[src/verilog/timer_irq_defs.vh]
`ifndef TIMER_IRQ_DEFS_VH
`define TIMER_IRQ_DEFS_VH

// Register indices (byte-wide registers on the plain port)
`define REG_T2_MATCH_IRQ   4'h0
`define REG_T0_MATCH_IRQ   4'h1
`define REG_ADDR_W         4

// Field positions
`define BIT_CMPA_FLAG      5
`define BIT_CMPP_FLAG      4
`define BIT_CMPA_ENABLE    1
`define BIT_CMPP_ENABLE    0

// Reset values
`define RESET_FLAGS        2'h0
`define RESET_ENABLES      2'h0
`define RESET_RDATA        8'h00

`endif

[src/verilog/timer_match_irq_flags.v]
// Decided for this implementation: the plain strobed port and the register addresses.
`timescale 1ns/10ps
`include "timer_irq_defs.vh"

// What this block does
// RULE1 - Timer two comparator A match sets bit 5 flag of its register.
// RULE2 - Timer two comparator P match sets bit 4 flag of its register.
// RULE3 - Timer two bit 1 is read/write comparator A interrupt enable.
// RULE4 - Timer two bit 0 is read/write comparator P interrupt enable.
// RULE5 - Timer zero comparator A match sets bit 5 flag of its register.
// RULE6 - Timer zero comparator P match sets bit 4 flag of its register.
// RULE7 - Software clears flags by writing zero; hardware never auto-clears.
// RULE8 - Bits 7:6 and 3:2 read zero and ignore writes.
// RULE9 - All flags and enables reset to zero, all software read/write.
// RULE10 - Timer zero bits 1:0 are enables; request needs flag and enable.

module timer_match_irq_flags
(
  input  wire                  clk,
  input  wire                  resetn,
  input  wire                  t2_cmpa_match,
  input  wire                  t2_cmpp_match,
  input  wire                  t0_cmpa_match,
  input  wire                  t0_cmpp_match,
  input  wire [`REG_ADDR_W-1:0] addr,
  input  wire [7:0]            wdata,
  input  wire                  wr,
  input  wire                  rd,
  output reg  [7:0]            rdata,
  output wire                  irq
);

  //--------------------------------------------------------------
  // Register decode
  //--------------------------------------------------------------

  wire [1:0] t2_flag;
  wire [1:0] t2_enable;
  wire [1:0] t0_flag;
  wire [1:0] t0_enable;
  wire       t2_req;
  wire       t0_req;
  wire       t2_wr;
  wire       t0_wr;
  wire [1:0] reg_wr;
  wire [3:0] all_match;
  wire [3:0] all_flag;
  wire [3:0] all_enable;
  wire [1:0] all_req;
  reg  [7:0] next_rdata;

  // Write strobes per register
  assign t2_wr = wr && (addr == `REG_T2_MATCH_IRQ);
  assign t0_wr = wr && (addr == `REG_T0_MATCH_IRQ);

  //--------------------------------------------------------------
  // Per-timer flag cells
  //--------------------------------------------------------------

  // Packed per-timer vectors, entry 0 is timer two, entry 1 timer zero
  assign reg_wr    = {t0_wr, t2_wr};
  assign all_match = {t0_cmpa_match, t0_cmpp_match,
                      t2_cmpa_match, t2_cmpp_match};

  // One flag cell per timer
  genvar g;
  generate
    for (g = 0; g < 2; g = g + 1)
    begin : gen_cell
      match_irq_cell u_cell
      (
        .clk    (clk),
        .resetn (resetn),
        .match  (all_match[2*g+1:2*g]),
        .wr_en  (reg_wr[g]),
        .wdata  (wdata),
        .flag   (all_flag[2*g+1:2*g]),
        .enable (all_enable[2*g+1:2*g]),
        .req    (all_req[g])
      );
    end
  endgenerate

  // Per-timer views of the cell outputs
  assign t2_flag   = all_flag[1:0];
  assign t2_enable = all_enable[1:0];
  assign t2_req    = all_req[0];
  assign t0_flag   = all_flag[3:2];
  assign t0_enable = all_enable[3:2];
  assign t0_req    = all_req[1];

  //--------------------------------------------------------------
  // Read path
  //--------------------------------------------------------------

  // Read mux, unimplemented bits and unmapped addresses give zero
  always @*
  begin
    next_rdata = `RESET_RDATA; // see RULE8
    case (addr)
      `REG_T2_MATCH_IRQ:
      begin
        next_rdata[`BIT_CMPA_FLAG]   = t2_flag[1];
        next_rdata[`BIT_CMPP_FLAG]   = t2_flag[0];
        next_rdata[`BIT_CMPA_ENABLE] = t2_enable[1];
        next_rdata[`BIT_CMPP_ENABLE] = t2_enable[0];
      end
      `REG_T0_MATCH_IRQ:
      begin
        next_rdata[`BIT_CMPA_FLAG]   = t0_flag[1];
        next_rdata[`BIT_CMPP_FLAG]   = t0_flag[0];
        next_rdata[`BIT_CMPA_ENABLE] = t0_enable[1];
        next_rdata[`BIT_CMPP_ENABLE] = t0_enable[0];
      end
      default:
        next_rdata = `RESET_RDATA;
    endcase
  end

  // Read data valid the cycle after the strobe only
  always @(posedge clk or negedge resetn)
  begin
    if (!resetn)
      rdata <= `RESET_RDATA;
    else if (rd)
      rdata <= next_rdata;
    else
      rdata <= `RESET_RDATA;
  end

  //--------------------------------------------------------------
  // Interrupt output
  //--------------------------------------------------------------

  // Level request while any enabled flag is set
  assign irq = t2_req | t0_req; // see RULE10

endmodule

[src/verilog/match_irq_cell.v]
`timescale 1ns/10ps
`include "timer_irq_defs.vh"

// One timer's pair of match flags and enables
module match_irq_cell
(
  input  wire       clk,
  input  wire       resetn,
  input  wire [1:0] match,
  input  wire       wr_en,
  input  wire [7:0] wdata,
  output reg  [1:0] flag,
  output reg  [1:0] enable,
  output wire       req
);

  wire [1:0] wr_flag;
  wire [1:0] wr_enable;

  // Written values split into fields, index 1 is comparator A
  assign wr_flag   = {wdata[`BIT_CMPA_FLAG], wdata[`BIT_CMPP_FLAG]};
  assign wr_enable = {wdata[`BIT_CMPA_ENABLE], wdata[`BIT_CMPP_ENABLE]};

  // Flags: match sets, software write stores; set wins over clear
  always @(posedge clk or negedge resetn)
  begin
    if (!resetn)
      flag <= `RESET_FLAGS; // see RULE9
    else if (wr_en)
      flag <= wr_flag | match; // see RULE7
    else
      flag <= flag | match; // see RULE1 see RULE2 see RULE5 see RULE6
  end

  // Enables: plain read/write
  always @(posedge clk or negedge resetn)
  begin
    if (!resetn)
      enable <= `RESET_ENABLES; // see RULE9
    else if (wr_en)
      enable <= wr_enable; // see RULE3 see RULE4 see RULE10
  end

  // Request only when flag and enable both set
  assign req = |(flag & enable); // see RULE10

endmodule

[config.mk]
export PLATFORM = sky130hd
export DESIGN_NAME = timer_match_irq_flags
export DESIGN_NICKNAME = d
export VERILOG_FILES = /design/src/verilog/timer_match_irq_flags.v /design/src/verilog/match_irq_cell.v
export VERILOG_INCLUDE_DIRS = /design/src /design/src/verilog
export SDC_FILE = /design/constraint.sdc
export NUM_CORES = 1
export LEC_CHECK = 0
export BUFFER_PORTS_ARGS = -buffer_cell sky130_fd_sc_hd__buf_2
export CORE_AREA = 2 2 39 41
export DETAILED_ROUTE_END_ITERATION = 16
export DIE_AREA = 0 0 41 43
export PLACE_DENSITY = 0.85
export SLEW_MARGIN = 40
export SYNTH_ARGS = -nofsm -noshare
export SYNTH_HDL_FRONTEND = slang
export SYNTH_SLANG_ARGS = --single-unit
[constraint.sdc]
create_clock -name clk -period 2 [get_ports clk]
set_input_delay 0.2 -clock clk [delete_from_list [all_inputs] [get_ports clk]]
set_output_delay 0.2 -clock clk [all_outputs]
set_load 0.005 [all_outputs]
== Word-level counts from Yosys, hierarchy flattened ==
Index checks and enable logic that the tools add are counted.
Operators by class
  equality and inequality tests: 1
  muxes and demuxes: 5
  bitwise operators: 7
  reduce and logical (&&, ||, !) cells: 5
Operators with widths (number)
  OR 2 bit: 4
  one-hot mux 2 bit (2 select lines): 2
  two-way mux 6 bit: 1
  bitwise AND 2 bit: 2
  equality test 4 x 1 -> 1 bit, second input constant: 1
  logical NOT 4 bit: 1
  two-way mux 2 bit: 2
  OR reduction 2 bit: 2
  logical AND 1 bit: 2
  OR 1 bit: 1
Word-level totals
  register bits: 16
  input bits: 20
  output and inout port bits: 9
  logic and storage cells: 23

== Longest topological paths before layout ==
Gate-level depths: netlist of run 1.
  depth in word-level cells: 3
  depth in mapped cells: 3
  mapped depth without buffers: 3

== Hierarchy ==
A second synthesis of run 1 with hierarchy kept.
Second synthesis, totals
  cell total of the unflattened synthesis: 45
  area, all modules: 563.0 sq um
Modules (own cells, without submodules)
  match_irq_cell: instances 2, cells each 11, area an instance 161.4 sq um, seq. area each 100.1 sq um
  timer_match_irq_flags: instances 1, cells each 23, area an instance 240.2 sq um, seq. area each 100.1 sq um

== Least setup slack after synthesis of run 1 ==
OpenSTA, ideal clock, no wires.
  path type: input to register
  from: in addr[1]
  to: reg gen_cell[0].u_cell.enable[0]
  setup time: 0.125 ns
  data arrival time: 1.048 ns
  required time: 1.875 ns
  path slack: 0.828 ns
  cell stages on the path: 3
  path buffers: 0
  cells stage by stage: nor4b_4 -> and2b_2 -> mux2_2
On the way
  cells in the longest elaborated chain, start to end: 2
Ends and longest elaborated chain
  start, declared: RTL line timer_match_irq_flags.v:25  | input wire [`REG_ADDR_W-1:0] addr,
  logical NOT 4 bit
  logical AND 1 bit: RTL line timer_match_irq_flags.v:53  | assign t2_wr = wr && (addr == `REG_T2_MATCH_IRQ);
  end signal, assigned: RTL line match_irq_cell.v:39  | enable <= `RESET_ENABLES;
  end signal, assigned: RTL line match_irq_cell.v:41  | enable <= wr_enable;
  end, declared: RTL line match_irq_cell.v:13  | output reg [1:0] enable,
No other way between the ends.
A chain may end at the register's enable or synchronous reset.

== Worst setup path in the final report of run 1 ==
  from: reg gen_cell[0].u_cell.flag[0]
  to: out irq
On the way
  cells in the longest elaborated chain, start to end: 3
Ends and longest elaborated chain
  start, declared: RTL line match_irq_cell.v:12  | output reg [1:0] flag,
  start signal, assigned: RTL line match_irq_cell.v:28  | flag <= `RESET_FLAGS;
  start signal, assigned: RTL line match_irq_cell.v:30  | flag <= wr_flag | match;
  start signal, assigned: RTL line match_irq_cell.v:32  | flag <= flag | match;
  bitwise AND 2 bit: RTL line match_irq_cell.v:45  | assign req = |(flag & enable);
  OR reduction 2 bit: RTL line match_irq_cell.v:45
  OR 1 bit: RTL line timer_match_irq_flags.v:136  | assign irq = t2_req | t0_req;
  end, declared: RTL line timer_match_irq_flags.v:30  | output wire irq
No other way between the ends.

==> PnR_summary.wiki, run 1 <==
{| class="wikitable"
! Metric !! Value
|-
| Sequential Power Share || about 51%
|-
| Overall routed net length || 1020 um
|-
| Static Leak || 0.356 nW
|-
| Clock root buffer master || clkbuf_4
|-
| Synth Area per Inst || between 10 and 15 sq um
|-
| Reported max-cap violation count || 0
|-
| Fin cells || 86
|-
| Worst slack, placed || a little over 0.6 ns
|-
| Overall Global Routing Usage || 15.1%
|-
| Synth area leader || dfrtp_1
|-
| Critical path data arrival time || ~1.1 ns
|-
| Routability congestion estimate from global placement || 0.709
|-
| Switching part of the total || 24.0%
|-
| Post-detailed-route wirelength per cell || 11.8 um
|-
| Total Negative Setup Slacks || 0 ns
|-
| Share of synthesized cell area in and, or, nand and nor gates || 15.1%
|-
| Ratio of routed vias to standard cells || roughly 5.0
|-
| Area of the multi-input gates || 246 sq um
|-
| Required time at the worst-slack endpoint || 1.80 ns
|-
| Dominant combinational cell family by area after synthesis || multiplexers
|-
| 1st-iter DRT viols || 7
|-
| Total I/O pin count || 29
|-
| Site Rows || 14
|-
| Maximum fanout count along the critical path || 3
|-
| FMAX || 774 MHz
|-
| WP buf/inv || 1
|-
| Remaining DRCs || 0
|-
| Number of instances in the synthesized netlist || 47
|-
| Endpoint type of the worst setup path || output port
|-
| Layout area overhead || 25.0%
|-
| Number of antenna violations at the first check in global routing || 0
|-
| Final setup slack of the worst path || 0.708 ns
|-
| Portion of the clock cycle consumed by the worst path in the final layout || ~65%
|-
| Number of buffer cells added on primary ports || 20
|-
| Clock-pin slew reported for the worst setup and hold paths after clock tree synthesis || 0.08 ns
|-
| Combined flip-flop and latch cell area || 300 sq um
|-
| Portion of the post-synthesis area used by sequential elements || 52.6%
|-
| Count of nets after finishing || 91
|-
| Share of the synthesized area in the top cell type || around 53%
|-
| Inserted Clock Buffers || 3
|-
| TritonCTS clock tree || done
|-
| Number of detailed-routing iterations run before antenna repair || 5
|-
| Grt ovf || 0
|-
| Post-detailed-route count of antenna-violating nets || 0
|-
| Clock tree buffer depth || 2
|-
| Routed via count || 429
|-
| Switching power of the nets || 0.000134 W
|-
| Final setup viols || 0
|-
| Height of the die || 43 um
|-
| Max IR drop VDD || 0.296 mV
|-
| Family of cells with the greatest summed delay on the critical path || flip-flops
|-
| Fraction of final layout cells with drive strength greater than 1 || 44.3%
|-
| Std-Cell Core Area || around 1400 sq um
|-
| Worst hold slack || ~0.12 ns
|-
| Maximum cell stage delay along the critical path || 0.41 ns
|-
| Cell-by-cell listing of the critical path || a22oi_1 -> nand2_1 -> buf_2
|-
| P per Cell Area || approximately 780 nW/um^2
|-
| #FFs+latches synth || 12
|-
| Number of instances in the placed design || 81
|-
| Proportion of power drawn by combinational gates || 14.9%
|-
| Hold/Removal Path Class || in2reg
|-
| Largest net degree at the start of global routing || 13
|-
| Final-layout fill cell count || 132
|-
| Critical path's slowest cell || dfrtp_1
|-
| Final Total Pwr || 0.000557 W
|-
| Final Max Tran Viols || 0
|-
| Number of warnings printed during yosys synthesis || 0
|-
| Hold violation total from the final report || 0
|-
| Shortest clock period the worst path allows after layout || 1.29 ns
|-
| Netlist area before placement || 571 sq um
|-
| Post-synthesis xor/xnor area fraction || 0%
|-
| CTS sink cnt || 12
|-
| Number of distinct library cells after synthesis || 16
|-
| Worst Setup Start Kind || flop
|-
| Top cells by area, synth || dfrtp_1 53%, mux2i_1 11%, mux2_2 7.9%, buf_4 5.3%, nor2_1 5.3%
|-
| Width of the die || 41 um
|-
| Synthesized-area fraction occupied by ao, oa, aoi and oai cells || 7.02%
|-
| H-tree levels || 1
|-
| First-pass GRT wire length || 1790 um
|-
| Total Die Area || between 1500 and 2000 sq um
|-
| Clock latency on the worst-skew pair || 0.27 ns
|-
| Result of the run || complete, no violations
|-
| Fraction of power consumed by the clock network || 34.6%
|-
| Initial core utilization || 41.2%
|-
| Setup repair bufs after CTS || 0
|-
| Portion of netlist area occupied by mux cells || between 15 and 20%
|-
| RSZ-0062 raised after global routing || no
|-
| Cell internal pwr || between 0.0004 and 0.0005 W
|-
| Antenna fix cells || 0
|-
| Kind of critical path || reg2out
|-
| Via count of the first global-routing pass || 447
|-
| Synth Area in Adders || 0%
|-
| Worst clock skew || about 0.0027 ns
|-
| Detailed placer's ending HPWL || roughly 820 um
|}
[cell type report]
| class | count | share of cell area (%) |
|---|---|---|
| repair buffers | 21 | 15.4 |
| multi-input cells | 33 | 34.6 |
| clock buffers | 4 | 5.09 |
| flip-flops and latches | 12 | 42.1 |
| well taps | 16 | 2.81 |
[synth_stat cells (all sizes together)]
cell,count
a211o,1
a21bo,1
a22oi,2
a31oi,1
and2b,1
and3,1
buf,5
conb,1
dfrtp,12
mux2,4
mux2i,6
nand2,2
nor2,8
nor4b,1
or4b,1
[kinds of logic after synthesis]
logic type	Yosys count
and+or+nand+nor	14
other	1
DFF	12
AOI/OAI and AO/OA	5
buffers and inverters	5
muxes	10
[state kept, by name, indices dropped and copies added, names as in the netlist]
| signal | flops |
|---|---|
| gen_cell.u_cell.flag | 4 |
| gen_cell.u_cell.enable | 4 |
| rdata | 4 |
[worst paths after layout]
path / slack (ns) / depth (start not counted) / to / startpoint
setup / recovery: 0.71 / 3 / irq / gen_cell[0].u_cell.flag[0]
hold / removal: 0.12 / 2 / gen_cell[1].u_cell.flag[1] / t0_cmpa_match
setup reg to reg: 1.21 / 1 / gen_cell[1].u_cell.enable[0] / gen_cell[1].u_cell.enable[0]
hold reg to reg: 0.54 / 1 / gen_cell[1].u_cell.flag[1] / gen_cell[1].u_cell.flag[1]
max in group asynchronous: 1.47 / 2 / gen_cell[1].u_cell.enable[0] / resetn
min in group asynchronous: 0.32 / 2 / rdata[4] / resetn
[power groups by stage]
stage,registers (W),clock network [W],logic [W]
2_1_floorplan,0.000281,0,0.0000537
3_3_place_gp,0.000285,0,0.0000787
3_5_place_dp,0.000287,0,0.0000821
4_1_cts,0.000282,0.000196,0.0000839
5_1_grt,0.000284,0.000209,0.0000932
6_report,0.000282,0.000193,0.0000831
[layout by cell type (no fill, tap or decap)]
cell type and n:
and3_1 1, a31oi_1 1, conb_1 4, mux2_2 4
a22oi_1 2, clkbuf_8 1, and2b_2 1, mux2i_1 6
dlygate4sd3_1 1, or4b_1 1, buf_2 20, nor2_1 8
nor4b_4 1, clkbuf_4 3, a211o_1 1, a21bo_2 1
dfrtp_1 12, nand2_1 2
[through the flow]
stage	util, %	instance area (sq um)
3_5_place_dp	48.2	667
2_1_floorplan	-	582
6_report	51.5	713
3_3_place_gp	48.2	667
5_1_grt	51.5	713
4_1_cts	51.5	713
[routing by layer]
layer | vias up | track usage [%] | routed length (um)
met3 | 3 | 4.71 | 88
met2 | 19 | 25.9 | 530
met4 | 0 | 6.00 | 21
met1 | 205 | 15.9 | 375
met5 | - | 0 | 0
li1 | 202 | - | -
[what timing repair did]
| action | 4_1_cts | 5_1_grt |
|---|---|---|
| hold buffers | 1 | 0 |
| endpoints found under the hold margin | 12 | 0 |
| gates resized for setup | 0 | 0 |
Note: power is estimated with default switching activity, not from simulation.
==> inputs of run 2 (changes only) <==
CORE_AREA = default   (was 2 2 39 41)
CORE_MARGIN = 2   (was default)
CORE_UTILIZATION = 42   (was default)
DIE_AREA = default   (was 0 0 41 43)
PLACE_DENSITY = 0.84   (was 0.85)
clock period = 1.35 ns   (was 2 ns; I/O delays follow)
==> run 2 against run 1 <==
Compared with the run above: critical path depth unchanged; clock power is 9% higher; core utilization grew 3.4 points; non-clock buffer count up 1; global-route usage hardly changed; hold slack got worse by 0.069 ns; critical endpoint unchanged.
==> PnR_summary.wiki, run 2 (synthesis results as in run 1) <==
{| class="wikitable"
! Metric !! Value
|-
| Fin cells || 85 (-1.2%)
|-
| Final setup viols || 0 (unchanged)
|-
| FMAX || 824 MHz
|-
| Switching part of the total || 24.4% (+0.35 points)
|-
| Shortest clock period the worst path allows after layout || 1.21 ns
|-
| Clock root buffer master || clkbuf_4
|-
| TritonCTS clock tree || done
|-
| H-tree levels || 1 (unchanged)
|-
| Inserted Clock Buffers || 3 (unchanged)
|-
| Grt ovf || 0 (unchanged)
|-
| Post-detailed-route wirelength per cell || 11.1 um (-5.7%)
|-
| Number of detailed-routing iterations run before antenna repair || 2 (-3)
|-
| Gates resized, CTS repair || 0 (unchanged)
|-
| First-pass GRT wire length || 1570 um (-13%)
|-
| Remaining DRCs || 0 (unchanged)
|-
| Proportion of power drawn by combinational gates || 16.5% (+1.6 points)
|-
| Area of the multi-input gates || 246 sq um (unchanged)
|-
| Kind of critical path || reg2out
|-
| Critical path data arrival time || 1.08 ns (about the same)
|-
| Final-layout fill cell count || 121 (-8.3%)
|-
| Via count of the first global-routing pass || 374 (-16%)
|-
| Final Max Tran Viols || 0 (unchanged)
|-
| Number of buffer cells added on primary ports || 20 (unchanged)
|-
| Post-detailed-route count of antenna-violating nets || 0 (unchanged)
|-
| Biggest registers after layout || gen_cell.u_cell.enable x4, gen_cell.u_cell.flag x4, rdata x4
|-
| Clock-pin slew reported for the worst setup and hold paths after clock tree synthesis || 0.07 ns (about the same)
|-
| Clock tree buffer depth || 2 (unchanged)
|-
| WP buf/inv || 1 (unchanged)
|-
| Hold violation total from the final report || 0 (unchanged)
|-
| Result of the run || complete, no violations
|-
| Combined flip-flop and latch cell area || 300 sq um (unchanged)
|-
| Final Total Pwr || 0.000751 W (+35%)
|-
| Cell internal pwr || 0.000567 W (+34%)
|-
| Routed via count || 420 (-2.1%)
|-
| Maximum fanout count along the critical path || 3 (unchanged)
|-
| Static Leak || 0.354 nW (-0.50%)
|-
| Total Die Area || 1670 sq um (-5.3%)
|-
| Width of the die || 40.9 um (-0.35%)
|-
| RSZ-0062 raised after global routing || no
|-
| Routability congestion estimate from global placement || 0.793 (+12%)
|-
| Max IR drop VDD || 0.758 mV (+160%)
|-
| Reported max-cap violation count || 0 (unchanged)
|-
| Cell-by-cell listing of the critical path || a22oi_1 -> nand2_1 -> buf_2
|-
| Antenna fix cells || 0 (unchanged)
|-
| Family of cells with the greatest summed delay on the critical path || flip-flops
|-
| Worst Setup Start Kind || flop
|-
| Critical path's slowest cell || dfrtp_1
|-
| Maximum cell stage delay along the critical path || 0.40 ns (about the same)
|-
| CTS sink cnt || 12 (unchanged)
|-
| Fraction of final layout cells with drive strength greater than 1 || 44.3% (unchanged)
|-
| Number of antenna violations at the first check in global routing || 0 (unchanged)
|-
| Clock latency on the worst-skew pair || 0.27 ns (about the same)
|-
| Overall routed net length || 946 um (-6.8%)
|-
| Detailed placer's ending HPWL || 763 um (-7.1%)
|-
| Most common cell after layout, fill and taps aside || buf_2
|-
| Number of instances in the placed design || 81 (unchanged)
|-
| Worst clock skew || 0.000579 ns (-0.00208 ns)
|-
| Switching power of the nets || 0.000183 W (+37%)
|-
| Ratio of routed vias to standard cells || 4.94 (-0.95%)
|-
| 1st-iter DRT viols || 1 (-6)
|-
| Count of nets after finishing || 92 (+1.1%)
|-
| Required time at the worst-slack endpoint || 1.22 ns (-0.58 ns)
|-
| Std-Cell Core Area || 1280 sq um (-7.1%)
|-
| Largest net degree at the start of global routing || 13 (unchanged)
|-
| Hold/Removal Path Class || in2reg
|-
| Total Negative Setup Slacks || 0 ns (unchanged)
|-
| Layout area overhead || 23.7%
|-
| Overall Global Routing Usage || 15.1% (+0.026 points)
|-
| Height of the die || 40.9 um (-5.0%)
|-
| Sequential Power Share || 55.4% (+4.9 points)
|-
| Top library cells by usage in the layout, fill and taps aside || 20 x buf_2, 12 x dfrtp_1, 8 x nor2_1
|-
| Site Rows || 13 (-1)
|-
| Total I/O pin count || 29 (unchanged)
|-
| Worst hold slack || 0.0557 ns (-0.0686 ns)
|-
| P per Cell Area || 1060 nW/um^2 (+36%)
|-
| Endpoint type of the worst setup path || output port
|-
| Portion of the clock cycle consumed by the worst path in the final layout || 89.9%
|-
| Fraction of power consumed by the clock network || 28.1% (-6.5 points)
|-
| Initial core utilization || 44.4% (+3.2 points)
|}
==> run 2: routing by layer <==
layer | vias up | part of all wire, % | routed length (um) | GRT usage, %
met5 | - | 0 | 0 | 0
met4 | 0 | 0 | 0 | 5.00
met3 | 0 | 7.6 | 72 | 8.15
met2 | 18 | 52 | 488 | 24.2
met1 | 197 | 41 | 385 | 17.0
li1 | 205 | - | - | -
==> run 2: power groups by stage <==
stage	clock network, W	logic (W)	registers [W]
after detailed placement	0	0.000122	0.000423
after global routing	0.000224	0.000138	0.000421
after CTS	0.000220	0.000125	0.000416
after global placement	0	0.000117	0.000422
final	0.000211	0.000123	0.000416
after floorplan	0	0.0000796	0.000417
==> run 2: final cells by class <==
type	count	area share, %
flip-flops and latches	12	42.6
well taps	15	2.66
clock buffers	3	3.19
repair buffers	22	16.7
multi-input cells	33	34.9
==> run 2: repair_timing <==
item	CTS	global route
hold endpoints to repair	12	0
hold buffers	1	0
setup buffers	0	0
==> run 2: stage by stage <==
stage          area (sq um)  util, %  worst slack [ns]
2_1_floorplan           582        -             0.243
3_3_place_gp            673     52.4            0.0406
3_5_place_dp            673     52.4           0.00514
4_1_cts                 706     54.9             0.133
5_1_grt                 706     54.9            0.0827
6_report                706     54.9             0.137
==> run 2: worst paths after layout <==
kind / depth (start not counted) / from / endpoint / slack [ns]
setup / recovery: 3 / gen_cell[0].u_cell.enable[0] / irq / 0.14
hold reg to reg: 1 / gen_cell[1].u_cell.flag[0] / gen_cell[1].u_cell.flag[0] / 0.52
max in group asynchronous: 2 / resetn / gen_cell[1].u_cell.enable[1] / 0.88
setup reg to reg: 1 / gen_cell[1].u_cell.enable[0] / gen_cell[1].u_cell.enable[0] / 0.57
hold / removal: 2 / t0_cmpa_match / gen_cell[1].u_cell.flag[1] / 0.06
min in group asynchronous: 2 / resetn / gen_cell[0].u_cell.enable[0] / 0.26
==> inputs of run 3 (changes only) <==
CORE_UTILIZATION = 38   (was 42)
GPL_ROUTABILITY_DRIVEN = 0   (was default)
PLACE_DENSITY = 0.77   (was 0.84)
clock period = 1 ns   (was 1.35 ns; I/O delays follow)
==> run 3 against run 2 <==
Compared with the run above: the flow now finishes with violations (negative setup slack); setup slack lost 0.32 ns; via count increased by 3.3%; non-clock buffer count increased by 4; core utilization increased by 1.9 points; flip-flop and latch count unchanged; clock power grew 81%; wire length rose by 14%; register-to-register slack got worse by 0.47 ns; largest cell class unchanged; hold slack worse by 0.033 ns.
==> PnR_summary.wiki, run 3 (synthesis results as in run 1) <==
{| class="wikitable"
! Metric !! Value
|-
| FMAX || 848 MHz
|-
| Std-Cell Core Area || 1350 sq um (+5.1%)
|-
| Result of the run || finished, violations left
|-
| Endpoint type of the worst setup path || output port
|-
| Ratio of routed vias to standard cells || 4.82 (-2.4%)
|-
| Cell-by-cell listing of the critical path || a22oi_2 -> nand2_1 -> buf_2
|-
| Overall Global Routing Usage || 14.2% (-0.97 points)
|-
| Maximum fanout count along the critical path || 3 (unchanged)
|-
| Via count of the first global-routing pass || 445 (+19%)
|-
| Fraction of final layout cells with drive strength greater than 1 || 50.7% (+6.4 points)
|-
| Clock-pin slew reported for the worst setup and hold paths after clock tree synthesis || 0.08 ns (about the same)
|-
| Number of detailed-routing iterations run before antenna repair || 1 (-1)
|-
| Number of buffer cells added on primary ports || 20 (unchanged)
|-
| Busiest layer in global routing || met2
|-
| Final-layout fill cell count || 116 (-4.1%)
|-
| Antenna fix cells || 0 (unchanged)
|-
| Proportion of power drawn by combinational gates || 18.8% (+2.3 points)
|-
| Total I/O pin count || 29 (unchanged)
|-
| Reported max-cap violation count || 0 (unchanged)
|-
| Post-detailed-route count of antenna-violating nets || 0 (unchanged)
|-
| Biggest registers after layout || gen_cell.u_cell.enable x4, gen_cell.u_cell.flag x4, rdata x4
|-
| Hold/Removal Path Class || in2reg
|-
| Final setup viols || 1 (+1)
|-
| Family of cells with the greatest summed delay on the critical path || flip-flops
|-
| 1st-iter DRT viols || 0 (-1)
|-
| Met2 Resource Use GR || 25.2% (+0.93 points)
|-
| First-pass GRT wire length || 1860 um (+19%)
|-
| Detailed placer's ending HPWL || 834 um (+9.3%)
|-
| RSZ-0062 raised after global routing || yes
|-
| Global Route met3 Usage || 7.66% (-0.49 points)
|-
| Max IR drop VDD || 0.802 mV (+5.8%)
|-
| Top library cells by usage in the layout, fill and taps aside || 20 x buf_2, 12 x dfrtp_1, 8 x nor2_1
|-
| Final Max Tran Viols || 0 (unchanged)
|-
| Inserted Clock Buffers || 3 (unchanged)
|-
| Grt met1 use || 14.2% (-2.8 points)
|-
| Clock root buffer master || clkbuf_4
|-
| Combined flip-flop and latch cell area || 300 sq um (unchanged)
|-
| Fraction of power consumed by the clock network || 32.6% (+4.5 points)
|-
| Site Rows || 13 (unchanged)
|-
| P per Cell Area || 1530 nW/um^2 (+44%)
|-
| Number of antenna violations at the first check in global routing || 0 (unchanged)
|-
| Routed via count || 434 (+3.3%)
|-
| Required time at the worst-slack endpoint || 0.90 ns (-0.32 ns)
|-
| Largest net degree at the start of global routing || 13 (unchanged)
|-
| Post-detailed-route wirelength per cell || 12.0 um (+8.1%)
|-
| Worst Setup Start Kind || flop
|-
| Initial core utilization || 42.3% (-2.1 points)
|-
| Most common cell after layout, fill and taps aside || buf_2
|-
| Layout area overhead || 34.4%
|-
| Kind of critical path || reg2out
|-
| Worst hold slack || 0.0225 ns (-0.0332 ns)
|-
| Total Die Area || 1830 sq um (+9.5%)
|-
| Worst clock skew || 0.00334 ns (+0.00276 ns)
|-
| Critical path data arrival time || 1.08 ns (about the same)
|-
| Cell Area, Placed || 696 sq um (+3.3%)
|-
| Static Leak || 0.387 nW (+9.4%)
|-
| Height of the die || 42.8 um (+4.6%)
|-
| Sequential Power Share || 48.6% (-6.8 points)
|-
| Clock latency on the worst-skew pair || 0.27 ns (about the same)
|-
| Area of the multi-input gates || 264 sq um (+7.1%)
|-
| Critical path's slowest cell || dfrtp_1
|-
| Switching part of the total || 23.9% (-0.47 points)
|-
| Final non-filler cell area || 767 sq um (+8.7%)
|-
| Maximum cell stage delay along the critical path || 0.42 ns (+0.02 ns)
|-
| CTS sink cnt || 12 (unchanged)
|-
| Portion of the clock cycle consumed by the worst path in the final layout || 118%
|-
| Overall routed net length || 1080 um (+14%)
|-
| Width of the die || 42.8 um (+4.6%)
|-
| Shortest clock period the worst path allows after layout || 1.18 ns
|-
| H-tree levels || 1 (unchanged)
|-
| WP buf/inv || 1 (unchanged)
|-
| Switching power of the nets || 0.000280 W (+53%)
|-
| Final setup slack of the worst path || -0.179 ns (-0.316 ns)
|-
| Failing checks || negative setup slack
|-
| Grt ovf || 0 (unchanged)
|-
| Count of nets after finishing || 96 (+4.3%)
|-
| Remaining DRCs || 0 (unchanged)
|-
| Clock tree buffer depth || 2 (unchanged)
|-
| TritonCTS clock tree || done
|-
| Hold violation total from the final report || 0 (unchanged)
|-
| Cell internal pwr || 0.000891 W (+57%)
|}
## run 3: timing repair
| item | 4_1_cts | 5_1_grt |
|---|---|---|
| hold buffers | 1 | 0 |
| setup buffers | 1 | 1 |
| setup endpoints to repair | 1 | 1 |
| hold endpoints to repair | 12 | 0 |
| gates resized for setup | 0 | 2 |
## run 3: final timing paths
path                       cells past startpoint                         start  slack [ns]                           end
max in group asynchronous                      2                        resetn        0.56    gen_cell[0].u_cell.flag[1]
max reg2reg                                    2  gen_cell[0].u_cell.enable[0]        0.10  gen_cell[0].u_cell.enable[0]
min                                            2                 t0_cmpa_match        0.02    gen_cell[1].u_cell.flag[1]
min reg2reg                                    1    gen_cell[1].u_cell.flag[0]        0.54    gen_cell[1].u_cell.flag[0]
min in group asynchronous                      2                        resetn        0.23                      rdata[5]
max                                            3  gen_cell[1].u_cell.enable[0]       -0.18                           irq
## run 3: routing by layer
metal,up-vias,wire length (um)
met5,-,0
met4,0,0
met3,0,80
met2,14,591
met1,207,411
li1,213,-
## run 3: area by class of cell
type                       instances  share of cell area, %
clock buffer                       4                   4.73
multi-input combinational         33                   34.4
sequential                        12                   39.2
tap                               15                   2.45
timing repair buffer              26                   19.2
## run 3: power by group through the flow
stage	Clock, W	Sequential [W]	Combinational [W]
after global placement	0	0.000572	0.000173
final	0.000382	0.000569	0.000221
after detailed placement	0	0.000573	0.000180
after floorplan	0	0.000563	0.000118
after global routing	0.000425	0.000577	0.000244
after CTS	0.000398	0.000561	0.000200
## run 3: stage by stage
| stage | setup TNS (ns) | util, % | instances | worst slack, ns | power [W] |
|---|---|---|---|---|---|
| after floorplan | -0.116 | - | 50 | -0.0582 | 0.000681 |
| after global placement | -1.24 | 51.5 | 83 | -0.197 | 0.000745 |
| after detailed placement | -1.48 | 51.5 | 83 | -0.222 | 0.000754 |
| after CTS | -0.175 | 55.5 | 89 | -0.175 | 0.00116 |
| after global routing | -0.245 | 56.8 | 90 | -0.245 | 0.00125 |
| final | -0.179 | 56.8 | 90 | -0.179 | 0.00117 |
